===== src/design/hcip_pkg.sv =====
// package: register map, fields and carriers of the host command/interrupt port
package hcip_pkg;
  localparam logic [1:0] HCIP_OFS_CTRL_STATUS = 2'h0;
  localparam logic [1:0] HCIP_OFS_CMD_REPLY   = 2'h1;
  localparam logic [1:0] HCIP_OFS_CAUSE       = 2'h2;
  // status bit positions
  localparam int HCIP_ST_CMD_INVALID = 0;
  localparam int HCIP_ST_REPLY_VALID = 2;
  localparam int HCIP_ST_PORT_BUSY   = 3;
  localparam int HCIP_ST_IDLE        = 4;
  // control bit positions
  localparam int HCIP_CT_ACK         = 5;
  localparam int HCIP_CT_ABORT       = 6;
  localparam int HCIP_CT_HARD        = 7;
  // cause bit positions
  localparam int HCIP_CA_INBOUND     = 0;
  localparam int HCIP_CA_OUTBOUND    = 1;
  localparam int HCIP_CA_DONE        = 2;
  localparam int HCIP_CA_BUSRST      = 3;
  localparam int HCIP_CA_PENDING     = 7;
  localparam logic [7:0] HCIP_RST_BYTE = 8'h00;
  localparam logic [3:0] HCIP_RST_LATCH = 4'h0;
  localparam int HCIP_FIFO_DEPTH = 4;

  typedef struct packed {
    logic       rd;
    logic       wr;
    logic [1:0] addr;
    logic [7:0] wdata;
  } hcip_host_s;

  typedef struct packed {
    logic inbound_filled;
    logic outbound_cleared;
    logic command_done;
    logic command_failed;
    logic bus_reset;
  } hcip_event_s;
endpackage


===== src/design/hcip_fifo.sv =====
// small valid/ready fifo for reply bytes
`timescale 1ns/1ps
`default_nettype none
module hcip_fifo #(
  parameter int WIDTH = 8,
  parameter int DEPTH = 4
) (
  // clock and reset
  input  wire logic             clk_sys,
  input  wire logic             rstn,
  input  wire logic             flush,
  // fill side
  input  wire logic             in_valid,
  output logic                  in_ready,
  input  wire logic [WIDTH-1:0] in_data,
  // drain side
  output logic                  out_valid,
  input  wire logic             out_ready,
  output logic      [WIDTH-1:0] out_data
);
  localparam int AW = (DEPTH > 1) ? $clog2(DEPTH) : 1;
  logic [WIDTH-1:0] mem [DEPTH];
  logic [AW-1:0]    wptr_reg;
  logic [AW-1:0]    rptr_reg;
  logic [AW:0]      count_reg;
  logic             push;
  logic             pop;

  assign in_ready  = (count_reg != (AW+1)'(DEPTH));
  assign out_valid = (count_reg != '0);
  assign out_data  = mem[rptr_reg];
  assign push      = in_valid && in_ready;
  assign pop       = out_valid && out_ready;

  always_ff @(posedge clk_sys) begin
    if (push) begin
      mem[wptr_reg] <= in_data;
    end
  end

  always_ff @(posedge clk_sys or negedge rstn) begin
    if (!rstn) begin
      wptr_reg  <= '0;
      rptr_reg  <= '0;
      count_reg <= '0;
    end else if (flush) begin
      wptr_reg  <= '0;
      rptr_reg  <= '0;
      count_reg <= '0;
    end else begin
      if (push) begin
        wptr_reg <= (wptr_reg == AW'(DEPTH-1)) ? '0 : wptr_reg + 1'b1;
      end
      if (pop) begin
        rptr_reg <= (rptr_reg == AW'(DEPTH-1)) ? '0 : rptr_reg + 1'b1;
      end
      if (push && !pop) begin
        count_reg <= count_reg + 1'b1;
      end else if (pop && !push) begin
        count_reg <= count_reg - 1'b1;
      end
    end
  end
endmodule
`default_nettype wire


===== src/design/hcip_port.sv =====
// host command/parameter, reply and interrupt cause port
//
// Contract
// - write-only command byte port at offset 1
// - host command write sets busy flag
// - local processor take clears busy flag
// - wrong byte count flags command invalid
// - all command bytes sent sets done cause
// - detected command error sets invalid flag
// - reply valid set while reply bytes queued; host read of the last queued byte clears it
// - last reply byte read sets done
// - interrupt sets pending bit7 plus cause
// - cause bits 0..3 fixed, 4..6 zero
// - resets clear the cause register
// - mailbox causes withheld behind done/busreset
// - done/busreset shown only when clear, no reply
// - outbound free only if enabled and cleared
// - inbound slots filled round robin
// - done alone normal; with invalid failed
// - pending bit follows interrupt line level
// - abort bit drops queued work, needs reinit
// - acknowledge bit5 clears cause and line
// - status bits 0,2,3,4 at offset 0
`timescale 1ns/1ps
`default_nettype none
module hcip_port
  import hcip_pkg::*;
#(
  parameter int FIFO_DEPTH   = hcip_pkg::HCIP_FIFO_DEPTH,
  parameter int INBOUND_SLOTS = 4
) (
  // clock and reset
  input  wire logic                           clk_sys,
  input  wire logic                           rstn,
  // host i/o bus, one byte access per cycle strobe
  input  wire hcip_pkg::hcip_host_s           host_bus,
  output logic [7:0]                          host_rdata,
  output logic                                host_irq,
  // local processor command side
  output logic                                lp_cmd_valid,
  output logic [7:0]                          lp_cmd_byte,
  input  wire logic                           lp_cmd_take,
  input  wire logic                           lp_cmd_last,
  input  wire logic                           lp_cmd_error,
  // local processor reply side
  input  wire logic                           lp_reply_valid,
  output logic                                lp_reply_ready,
  input  wire logic [7:0]                     lp_reply_byte,
  input  wire logic                           lp_reply_last,
  // local processor status and events
  input  wire logic                           lp_idle,
  input  wire logic                           lp_outbound_irq_en,
  input  wire hcip_pkg::hcip_event_s          lp_event,
  output logic [$clog2(INBOUND_SLOTS)-1:0]    lp_inbound_slot,
  output logic                                lp_abort,
  output logic                                lp_hard_reset
);
  import hcip_pkg::*;

  localparam int SW = $clog2(INBOUND_SLOTS);

  logic [7:0]  cmd_reg;
  logic        busy_reg;
  logic        invalid_reg;
  logic [7:0]  cause_reg;
  logic        lat_inbound_reg;
  logic        lat_outbound_reg;
  logic        lat_done_reg;
  logic        lat_busrst_reg;
  logic [SW-1:0] slot_reg;
  logic        abort_reg;
  logic        hard_reg;
  logic [7:0]  rdata_next;
  logic        host_wr_cmd;
  logic        host_wr_ctrl;
  logic        host_rd_reply;
  logic        ack;
  logic        reply_valid;
  logic [7:0]  reply_data;
  logic        fifo_in_ready;
  logic        last_in;
  logic        last_out;
  logic        post_priority;
  logic        post_mailbox;
  logic        cause_clear;
  logic        post_busrst;
  logic        post_done;
  logic        post_inbound;
  logic        post_outbound;

  // single-access byte decode
  assign host_wr_cmd   = host_bus.wr && (host_bus.addr == HCIP_OFS_CMD_REPLY);
  assign host_wr_ctrl  = host_bus.wr && (host_bus.addr == HCIP_OFS_CTRL_STATUS);
  assign host_rd_reply = host_bus.rd && (host_bus.addr == HCIP_OFS_CMD_REPLY) && reply_valid;
  assign ack           = host_wr_ctrl && host_bus.wdata[HCIP_CT_ACK];
  assign cause_clear   = !cause_reg[HCIP_CA_PENDING];

  // reply bytes travel with a last mark through the fifo
  hcip_fifo #(
    .WIDTH (9),
    .DEPTH (FIFO_DEPTH)
  ) u_reply_fifo (
    .clk_sys   (clk_sys),
    .rstn      (rstn),
    .flush     (abort_reg),
    .in_valid  (lp_reply_valid),
    .in_ready  (fifo_in_ready),
    .in_data   ({lp_reply_last, lp_reply_byte}),
    .out_valid (reply_valid),
    .out_ready (host_rd_reply),
    .out_data  ({last_out, reply_data})
  );
  assign lp_reply_ready = fifo_in_ready;
  assign last_in        = host_rd_reply && last_out;

  // command byte holding register
  always_ff @(posedge clk_sys or negedge rstn) begin
    if (!rstn) begin
      cmd_reg <= HCIP_RST_BYTE;
    end else if (host_wr_cmd && !busy_reg && !abort_reg) begin
      cmd_reg <= host_bus.wdata;
    end
  end

  // busy handshake: host write sets, local take clears
  always_ff @(posedge clk_sys or negedge rstn) begin
    if (!rstn) begin
      busy_reg <= 1'b0;
    end else if (abort_reg) begin
      busy_reg <= 1'b0;
    end else if (host_wr_cmd && !busy_reg) begin
      busy_reg <= 1'b1;
    end else if (lp_cmd_take) begin
      busy_reg <= 1'b0;
    end
  end
  assign lp_cmd_valid = busy_reg;
  assign lp_cmd_byte  = cmd_reg;

  // command invalid flag, cleared by abort or by the next new command byte while lp_idle
  always_ff @(posedge clk_sys or negedge rstn) begin
    if (!rstn) begin
      invalid_reg <= 1'b0;
    end else if (lp_cmd_error || lp_event.command_failed) begin
      invalid_reg <= 1'b1;
    end else if (abort_reg || (host_wr_cmd && !busy_reg && lp_idle)) begin
      invalid_reg <= 1'b0;
    end
  end

  // inbound mailbox latch; set wins over posting
  always_ff @(posedge clk_sys or negedge rstn) begin
    if (!rstn) begin
      lat_inbound_reg <= 1'b0;
    end else if (abort_reg) begin
      lat_inbound_reg <= 1'b0;
    end else if (lp_event.inbound_filled) begin
      lat_inbound_reg <= 1'b1;
    end else if (post_inbound) begin
      lat_inbound_reg <= 1'b0;
    end
  end

  // outbound slot free latch, only while enabled
  always_ff @(posedge clk_sys or negedge rstn) begin
    if (!rstn) begin
      lat_outbound_reg <= 1'b0;
    end else if (abort_reg) begin
      lat_outbound_reg <= 1'b0;
    end else if (lp_event.outbound_cleared && lp_outbound_irq_en) begin
      lat_outbound_reg <= 1'b1;
    end else if (post_outbound) begin
      lat_outbound_reg <= 1'b0;
    end
  end

  // command done latch: last byte taken, done event or last reply read
  always_ff @(posedge clk_sys or negedge rstn) begin
    if (!rstn) begin
      lat_done_reg <= 1'b0;
    end else if (abort_reg) begin
      lat_done_reg <= 1'b0;
    end else if ((lp_cmd_take && lp_cmd_last) || lp_event.command_done || last_in) begin
      lat_done_reg <= 1'b1;
    end else if (post_done) begin
      lat_done_reg <= 1'b0;
    end
  end

  // bus reset latch
  always_ff @(posedge clk_sys or negedge rstn) begin
    if (!rstn) begin
      lat_busrst_reg <= 1'b0;
    end else if (abort_reg) begin
      lat_busrst_reg <= 1'b0;
    end else if (lp_event.bus_reset) begin
      lat_busrst_reg <= 1'b1;
    end else if (post_busrst) begin
      lat_busrst_reg <= 1'b0;
    end
  end

  // done/busreset need clear register and no reply waiting; mailbox waits behind them
  assign post_priority = cause_clear && !ack && !reply_valid && !last_in
                         && (lat_done_reg || lat_busrst_reg);
  assign post_mailbox  = cause_clear && !ack && !post_priority
                         && !lat_done_reg && !lat_busrst_reg
                         && (lat_inbound_reg || lat_outbound_reg);

  // one cause per interrupt: bus reset before done, inbound before outbound
  assign post_busrst   = post_priority && lat_busrst_reg;
  assign post_done     = post_priority && !lat_busrst_reg;
  assign post_inbound  = post_mailbox && lat_inbound_reg;
  assign post_outbound = post_mailbox && !lat_inbound_reg;

  // interrupt cause register
  always_ff @(posedge clk_sys or negedge rstn) begin
    if (!rstn) begin
      cause_reg <= HCIP_RST_BYTE;
    end else if (abort_reg || ack) begin
      cause_reg <= HCIP_RST_BYTE;
    end else if (post_priority) begin
      cause_reg[HCIP_CA_PENDING] <= 1'b1;
      cause_reg[HCIP_CA_DONE]    <= post_done;
      cause_reg[HCIP_CA_BUSRST]  <= post_busrst;
    end else if (post_mailbox) begin
      cause_reg[HCIP_CA_PENDING]  <= 1'b1;
      cause_reg[HCIP_CA_INBOUND]  <= post_inbound;
      cause_reg[HCIP_CA_OUTBOUND] <= post_outbound;
    end
  end
  assign host_irq = cause_reg[HCIP_CA_PENDING];

  // inbound slot pointer advances round robin per fill
  always_ff @(posedge clk_sys or negedge rstn) begin
    if (!rstn) begin
      slot_reg <= '0;
    end else if (abort_reg) begin
      slot_reg <= '0;
    end else if (lp_event.inbound_filled) begin
      slot_reg <= (slot_reg == SW'(INBOUND_SLOTS-1)) ? '0 : slot_reg + 1'b1;
    end
  end
  assign lp_inbound_slot = slot_reg;

  // abort pulse on soft or hard reset request; clears itself
  always_ff @(posedge clk_sys or negedge rstn) begin
    if (!rstn) begin
      abort_reg <= 1'b0;
    end else begin
      abort_reg <= host_wr_ctrl && (host_bus.wdata[HCIP_CT_ABORT] || host_bus.wdata[HCIP_CT_HARD]);
    end
  end

  // hard reset pulse; clears itself
  always_ff @(posedge clk_sys or negedge rstn) begin
    if (!rstn) begin
      hard_reg <= 1'b0;
    end else begin
      hard_reg <= host_wr_ctrl && host_bus.wdata[HCIP_CT_HARD];
    end
  end
  assign lp_abort      = abort_reg;
  assign lp_hard_reset = hard_reg;

  // read data mux
  always_comb begin
    rdata_next = HCIP_RST_BYTE;
    case (host_bus.addr)
      HCIP_OFS_CTRL_STATUS: begin
        rdata_next[HCIP_ST_CMD_INVALID] = invalid_reg;
        rdata_next[HCIP_ST_REPLY_VALID] = reply_valid;
        rdata_next[HCIP_ST_PORT_BUSY]   = busy_reg;
        rdata_next[HCIP_ST_IDLE]        = lp_idle;
      end
      HCIP_OFS_CMD_REPLY: begin
        rdata_next = reply_valid ? reply_data : HCIP_RST_BYTE;
      end
      HCIP_OFS_CAUSE: begin
        rdata_next = cause_reg;
      end
      default: begin
        rdata_next = HCIP_RST_BYTE;
      end
    endcase
  end

  always_ff @(posedge clk_sys or negedge rstn) begin
    if (!rstn) begin
      host_rdata <= HCIP_RST_BYTE;
    end else if (host_bus.rd) begin
      host_rdata <= rdata_next;
    end
  end
endmodule
`default_nettype wire


===== config.mk =====
export PLATFORM = sky130hd
export DESIGN_NAME = hcip_port
export DESIGN_NICKNAME = d
export VERILOG_FILES = /design/src/design/hcip_pkg.sv /design/src/design/hcip_fifo.sv /design/src/design/hcip_port.sv
export SDC_FILE = /design/constraint.sdc
export NUM_CORES = 1
export LEC_CHECK = 0
export BUFFER_PORTS_ARGS = -buffer_cell sky130_fd_sc_hd__buf_4
export CORE_MARGIN = 4
export CORE_UTILIZATION = 30
export DETAILED_ROUTE_END_ITERATION = 7
export HOLD_SLACK_MARGIN = 0.05
export PLACE_DENSITY = 0.53
export SYNTH_ARGS = -nofsm -noshare
export SYNTH_HDL_FRONTEND = slang
export SYNTH_HIERARCHICAL = 1
export SYNTH_SLANG_ARGS = --single-unit

===== constraint.sdc =====
create_clock -name clk_sys -period 2.95 [get_ports clk_sys]
set_input_delay 0.59 -clock clk_sys [delete_from_list [all_inputs] [get_ports clk_sys]]
set_output_delay 0.59 -clock clk_sys [all_outputs]
set_load 0.01 [all_outputs]

[After elaboration in Yosys (flattened, before gate mapping)]
Memory sizes are Yosys's and may differ from the RTL's.
Cells that the tools add are included.
Word-level totals
  register bits: 38
  RAM bits: 36
  output and inout port bits: 23
  word-level logic and storage cells: 138
  memories: 1
Memory list
  u_reply_fifo.mem: depth 4, bits a word 9, rd ports 1, clocked after Yosys merged registers in 0, write ports 1, RTL line hcip_fifo.sv:22  | logic [WIDTH-1:0] mem [DEPTH];
Operators by class
  $add $sub $neg: 5
  eq/ne operators: 7
  multiplexer cells: 43
  reduce and logical (&&, ||, !) cells: 65
Operators with widths (count)
  1-bit logical AND: 29
  2-bit two-way mux: 12
  3-bit nonzero test: 8
  1-bit two-way mux: 22
  1-bit zero test: 12
  2-bit nonzero test: 6
  3-bit two-way mux: 3
  3-bit case mux with 3 select lines: 1
  2-bit == test, second input constant: 4
  1-bit logical OR: 8
  8-bit two-way mux: 1
  2-bit by 1-bit adder with 2-bit output, second input constant: 3
  3-bit case mux with 2 select lines: 1
  4-bit two-way mux: 1
  3-bit by 1-bit adder with 3-bit output, second input constant: 1
  3-bit != test, second input constant: 1
  1-bit case mux with 3 select lines: 1
  3-bit by 1-bit subtractor with 3-bit output, second input constant: 1
  2-bit by 1-bit == test with 1-bit output, second input constant: 1
  2-bit zero test: 1
  2-bit by 1-bit != test with 1-bit output, second input constant: 1
  1-bit case mux with 2 select lines: 1
  2-bit AND reduction: 1

[Depth between registers and ports, before layout]
  word-level depth: 17
  gate-level depth with buffers: 10

[By module]
Netlist, hierarchy kept.
Modules (own cells, without submodules)
  hcip_fifo: instances 1, cells each 107, area an instance 1831.8 um^2, seq. area each 1256.2 um^2
  hcip_port: instances 1, cells each 123, area an instance 1395.1 um^2, seq. area each 775.7 um^2

[Least setup slack after synthesis]
OpenSTA, ideal clock, no wires.
  path type: input-to-reg
  start point: in host_bus[9] (netlist name)
  end point: reg u_reply_fifo.count_reg[2]
  arrival: 2.413 ns
  data required time: 2.856 ns
  slack: 0.443 ns
  stages on the path: 10
  cells stage by stage: inv_1 ha_1 and3_1 buf_2 o21ai_0 and3_1 fa_1 and3b_1 a21o_1 a211oi_1
Between the ends
  cells in the longest elaborated chain, start to end: 8
  elaborated cells on any way between the ends: 10
  those cells by class: eq/ne (1); mux (2); reduce/logical (7)
Ends and longest elaborated chain
  start, declared: RTL line hcip_port.sv:36  | input wire hcip_pkg::hcip_host_s host_bus,
  2-bit by 1-bit == test with 1-bit output (*): RTL line hcip_port.sv:94  | assign host_rd_reply = host_bus.rd && (host_bus.addr == HCIP_OFS_CMD_REPLY) && reply_valid;
  1-bit logical AND (*) (2 in a row): RTL line hcip_port.sv:94
  named net host_rd_reply: RTL line hcip_port.sv:76  | logic host_rd_reply;
  1-bit logical AND (*): RTL line hcip_fifo.sv:33  | assign pop = out_valid && out_ready;
  1-bit zero test: RTL line hcip_fifo.sv:57  | if (push && !pop) begin
  1-bit logical AND: RTL line hcip_fifo.sv:57
  3-bit two-way mux: RTL line hcip_fifo.sv:57
  3-bit two-way mux: RTL line hcip_fifo.sv:46  | end else if (flush) begin
  end signal, assigned: RTL line hcip_fifo.sv:58  | count_reg <= count_reg + 1'b1;
  end signal, assigned: RTL line hcip_fifo.sv:60  | count_reg <= count_reg - 1'b1;
  end, declared: RTL line hcip_fifo.sv:25  | logic [AW:0] count_reg;
Mark *: on every way through the listed nets, which the timed path passes. The rest lies on a longest branch.
A chain may end at the register's enable or synchronous reset.

[Worst setup path in the final report]
  start point: reg u_reply_fifo.count_reg[2]
  end point: reg u_reply_fifo.count_reg[2]
Between the ends
  cells in the longest elaborated chain, start to end: 7
  elaborated cells on any way between the ends: 15
  those cells by class: add/sub (2); eq/ne (1); mux (3); reduce/logical (9)
Ends and longest elaborated chain
  parallel branches: the longest is 7 deep, another holds 3-bit by 1-bit subtractor with 3-bit output
Several ways; the timed one is not identified. The select of a mux whose other input is x is not followed.

==> impl_results.md <==
* Post-route cell area at between 4000 and 5000 sq um
* Clock Pin Slew Worst Setup and Hold Paths at ~0.090 ns
* Seq/Total Area, Yosys at 0.6297
* Most numerous cell in the Yosys netlist: dfrtp_1
* CP delay by family, top: simple AND/OR/NAND/NOR gates
* P&R area growth vs syn at 24.20%
* Combinational power share at 0.256
* Routed wire length at ~7.0 mm
* Worst Skew at between 0.01 and 0.015 ns
* Total net switching power at between 1 and 1.5 mW
* Cts bufs inserted at 9
* CP peak stage delay at roughly 0.49 ns
* Crit path launch type: flop
* R2R Setup Slk at about 0.48 ns
* Die height at between 100 and 150 um
* EDFF count, synth at 36
* 1st-iter DRT viols at 100
* Slowest-stage cell, CP: dfrtp_1
* Synthesized instance count at 230
* Max reg flops at 36
* Share of cells above drive strength 1 at 0.3401
* Post-Synth Adder-Cell Area at 0.03722
* Pre-CTS WS at between 0.2 and 0.3 ns
* Post-route core utilization at 0.3847
* Compound-Gate Fraction of Synth Area at 0.1035
* Critical Path Fanout Max at 7
* First-pass GRT wire length at 11.56 mm
* Horiz. Die Dim at between 100 and 150 um
* Initial antenna violation count at 0
* CTS tree: yes
* Max Freq at approximately 0.41 GHz
* Syn nets at 273
* Simple-Gate Fraction of Synth Area at 0.07949
* CP bufs+invs at 1
* Max-slew violations at 0
* FFs w/ async S/R, synth at 0.5135
* Synth Cell Area at approximately 3200 sq um
* Clock sinks at 74
* Post-synth top area share at 0.3350
* Worst path cell trace: nor3b_1 -> inv_1 -> and3_1 -> fa_1 -> and3b_1 -> a311oi_1 -> a211oi_1
* Clk_lat worst skew at between 0.3 and 0.4 ns
* Post-Layout Cell Count at 430
* Largest register by flop count: u_reply_fifo/mem
* CP endpoint kind: flop
* Largest net degree at the start of global routing at 39
* Max cap viols at 0
* Core region area at 10420 sq um
* Critical Path RT at 3.17 ns
* Period minus WS final at 2.465 ns
* Period Utilization, post-route at 0.8356
* Area leader, netlist: edfxtp_1
* # placed instances at between 400 and 500
* Crit Path Category: reg2reg
* Rel. slew slack at 0.5298
* Xor-xnor portion of the synthesized cell area at 0.01086
* # diodes at 0
* Yosys reg bits at between 70 and 80
* All-Layer GR Usage at 0.1185
* VDD IR-drop max at roughly 270 uV
* Netlist cell types at 52
* Final GP Congestion at roughly 0.77
* R2r endpoint: u_reply_fifo/count_reg[2]
* Final setup viols at 0
* Status: completed
* Sw Ratio at 0.3149
* Leading cell types by count after synthesis: dfrtp_1 (38), edfxtp_1 (36), inv_1 (19), nor2_1 (14), a21oi_1 (12)
* H-tree level count at 3
* Fin worst setup slack at roughly 0.48 ns
* Main combinational cell family by area after synthesis: compound AO/OA/AOI/OAI gates
* Post-synthesis mux area share at 0.1008
* Num ports at 57
* DR vias at just over 2000
* CTS max path bufs at 2
* Post-cts resize count at 0
* DRC Markers at 0
* Reg2Reg Depth at 7
* Power Density at about 800 nW/um^2
* Worst-Margin Slew at between 0.7 and 0.8 ns
* Hold Crit Class: in2async
* CP arrival at about 2.7 ns
* YS warnings at 6
* Vias in the first global route at 2151
* Buffers on Ports at between 50 and 60
* Ys flop type: dfrtp_1
* DP Area at 3776 sq um
* Hold_buf cts at 0
* Total grt overflow at 0
* Leak at roughly 1.7 nW
* Worst r2r src: u_reply_fifo/count_reg[2]
* Post-CTS setup buffers at 0
* Die area at 12480 sq um
* Initial Util at 0.3098
* Sequential fraction of design power at 0.465
* RSZ-0062 raised after global routing: false
* Syn Area/Cell at 14.03 sq um
* Fin. Hold Viols at 0
* Nets at 332
* Avg WL per Cell at between 15 and 20 um
* Design Power at between 3 and 4 mW
* Post-DRT Antenna Nets at 0
* Vias/cell at around 4.8
* DP HPWL at around 4.9 mm
* DRT Pass-1 Iters at 6
* CTS root buf: clkbuf_8
* WHS at between 0.15 and 0.2 ns
* Setup tns final at 0 ns
* Fraction of power consumed by the clock network at 0.279
* Largest cells by area after synthesis: edfxtp_1 (34%), dfrtp_1 (29%), mux4_2 (6.3%)
* Internal at between 2 and 2.5 mW
* Core Rows at 37
==> cells by family (layout without fill, tap and decap cells) <==
| kind of cell | count (synthesis) | in the layout |
|---|---|---|
| XOR/XNOR | 4 | 4 |
| adder cells (fa/ha/maj) | 9 | 9 |
| buffers and inverters | 29 | 93 |
| multiplexers | 20 | 20 |
| AO/OA/AOI/OAI | 48 | 48 |
| flip-flops | 74 | 74 |
| AND/OR/NAND/NOR | 46 | 46 |
==> worst max path at each step <==
stage                              start                        end  slack, ns  cells past startpoint
5_1_grt        u_reply_fifo/count_reg[0]  u_reply_fifo/count_reg[2]       0.34                      7
2_1_floorplan                host_bus[9]  u_reply_fifo/count_reg[2]       0.44                     10
6_report       u_reply_fifo/count_reg[2]  u_reply_fifo/count_reg[2]       0.48                      7
3_3_place_gp                 host_bus[9]  u_reply_fifo/count_reg[2]       0.38                     10
3_5_place_dp                 host_bus[9]  u_reply_fifo/count_reg[2]       0.28                     10
4_1_cts        u_reply_fifo/count_reg[0]  u_reply_fifo/count_reg[2]       0.54                      7
==> final cells by class <==
class	instances	area [sq um]
timing repair buffer	57	427.9
tap	136	170.2
clock inverter	7	107.6
sequential	74	2032
inverter	20	75.07
clock buffer	9	123.9
multi-input combinational	127	1071
fill	1029	6409
==> power by group through the flow <==
stage / Sequential [mW] / Clock (mW) / Combinational [mW]
4_1_cts: 1.54 / 0.943 / 0.860
5_1_grt: 1.58 / 0.986 / 0.940
2_1_floorplan: 1.48 / 0 / 0.587
6_report: 1.54 / 0.920 / 0.846
3_3_place_gp: 1.56 / 0 / 0.843
3_5_place_dp: 1.56 / 0 / 0.858
==> cell usage in the layout (no fill, tap or decap), types with 2 or more instances in the layout <==
cell,n
a21o_1,2
a21oi_1,12
a222oi_1,2
a22oi_1,4
and3_1,8
buf_4,57
bufinv_16,2
clkbuf_8,9
dfrtp_1,38
edfxtp_1,36
ha_1,8
inv_1,19
inv_6,2
inv_8,2
mux2_2,10
mux4_2,9
nand2_1,5
nand2b_1,2
nand4_1,2
nor2_1,14
nor3b_1,3
o21ai_0,9
o22ai_1,6
or4_1,2
xor2_1,3
==> per-layer routing <==
metal | routed length [um] | track usage | vias to the layer above
met1 | 3209 | 0.1574 | 1020
li1 | - | - | 975
met5 | 0 | 0 | -
met3 | 357 | 0.03315 | 11
met2 | 3311 | 0.1807 | 53
met4 | 136 | 0.05353 | 0
(Power assumes the default switching activity.)
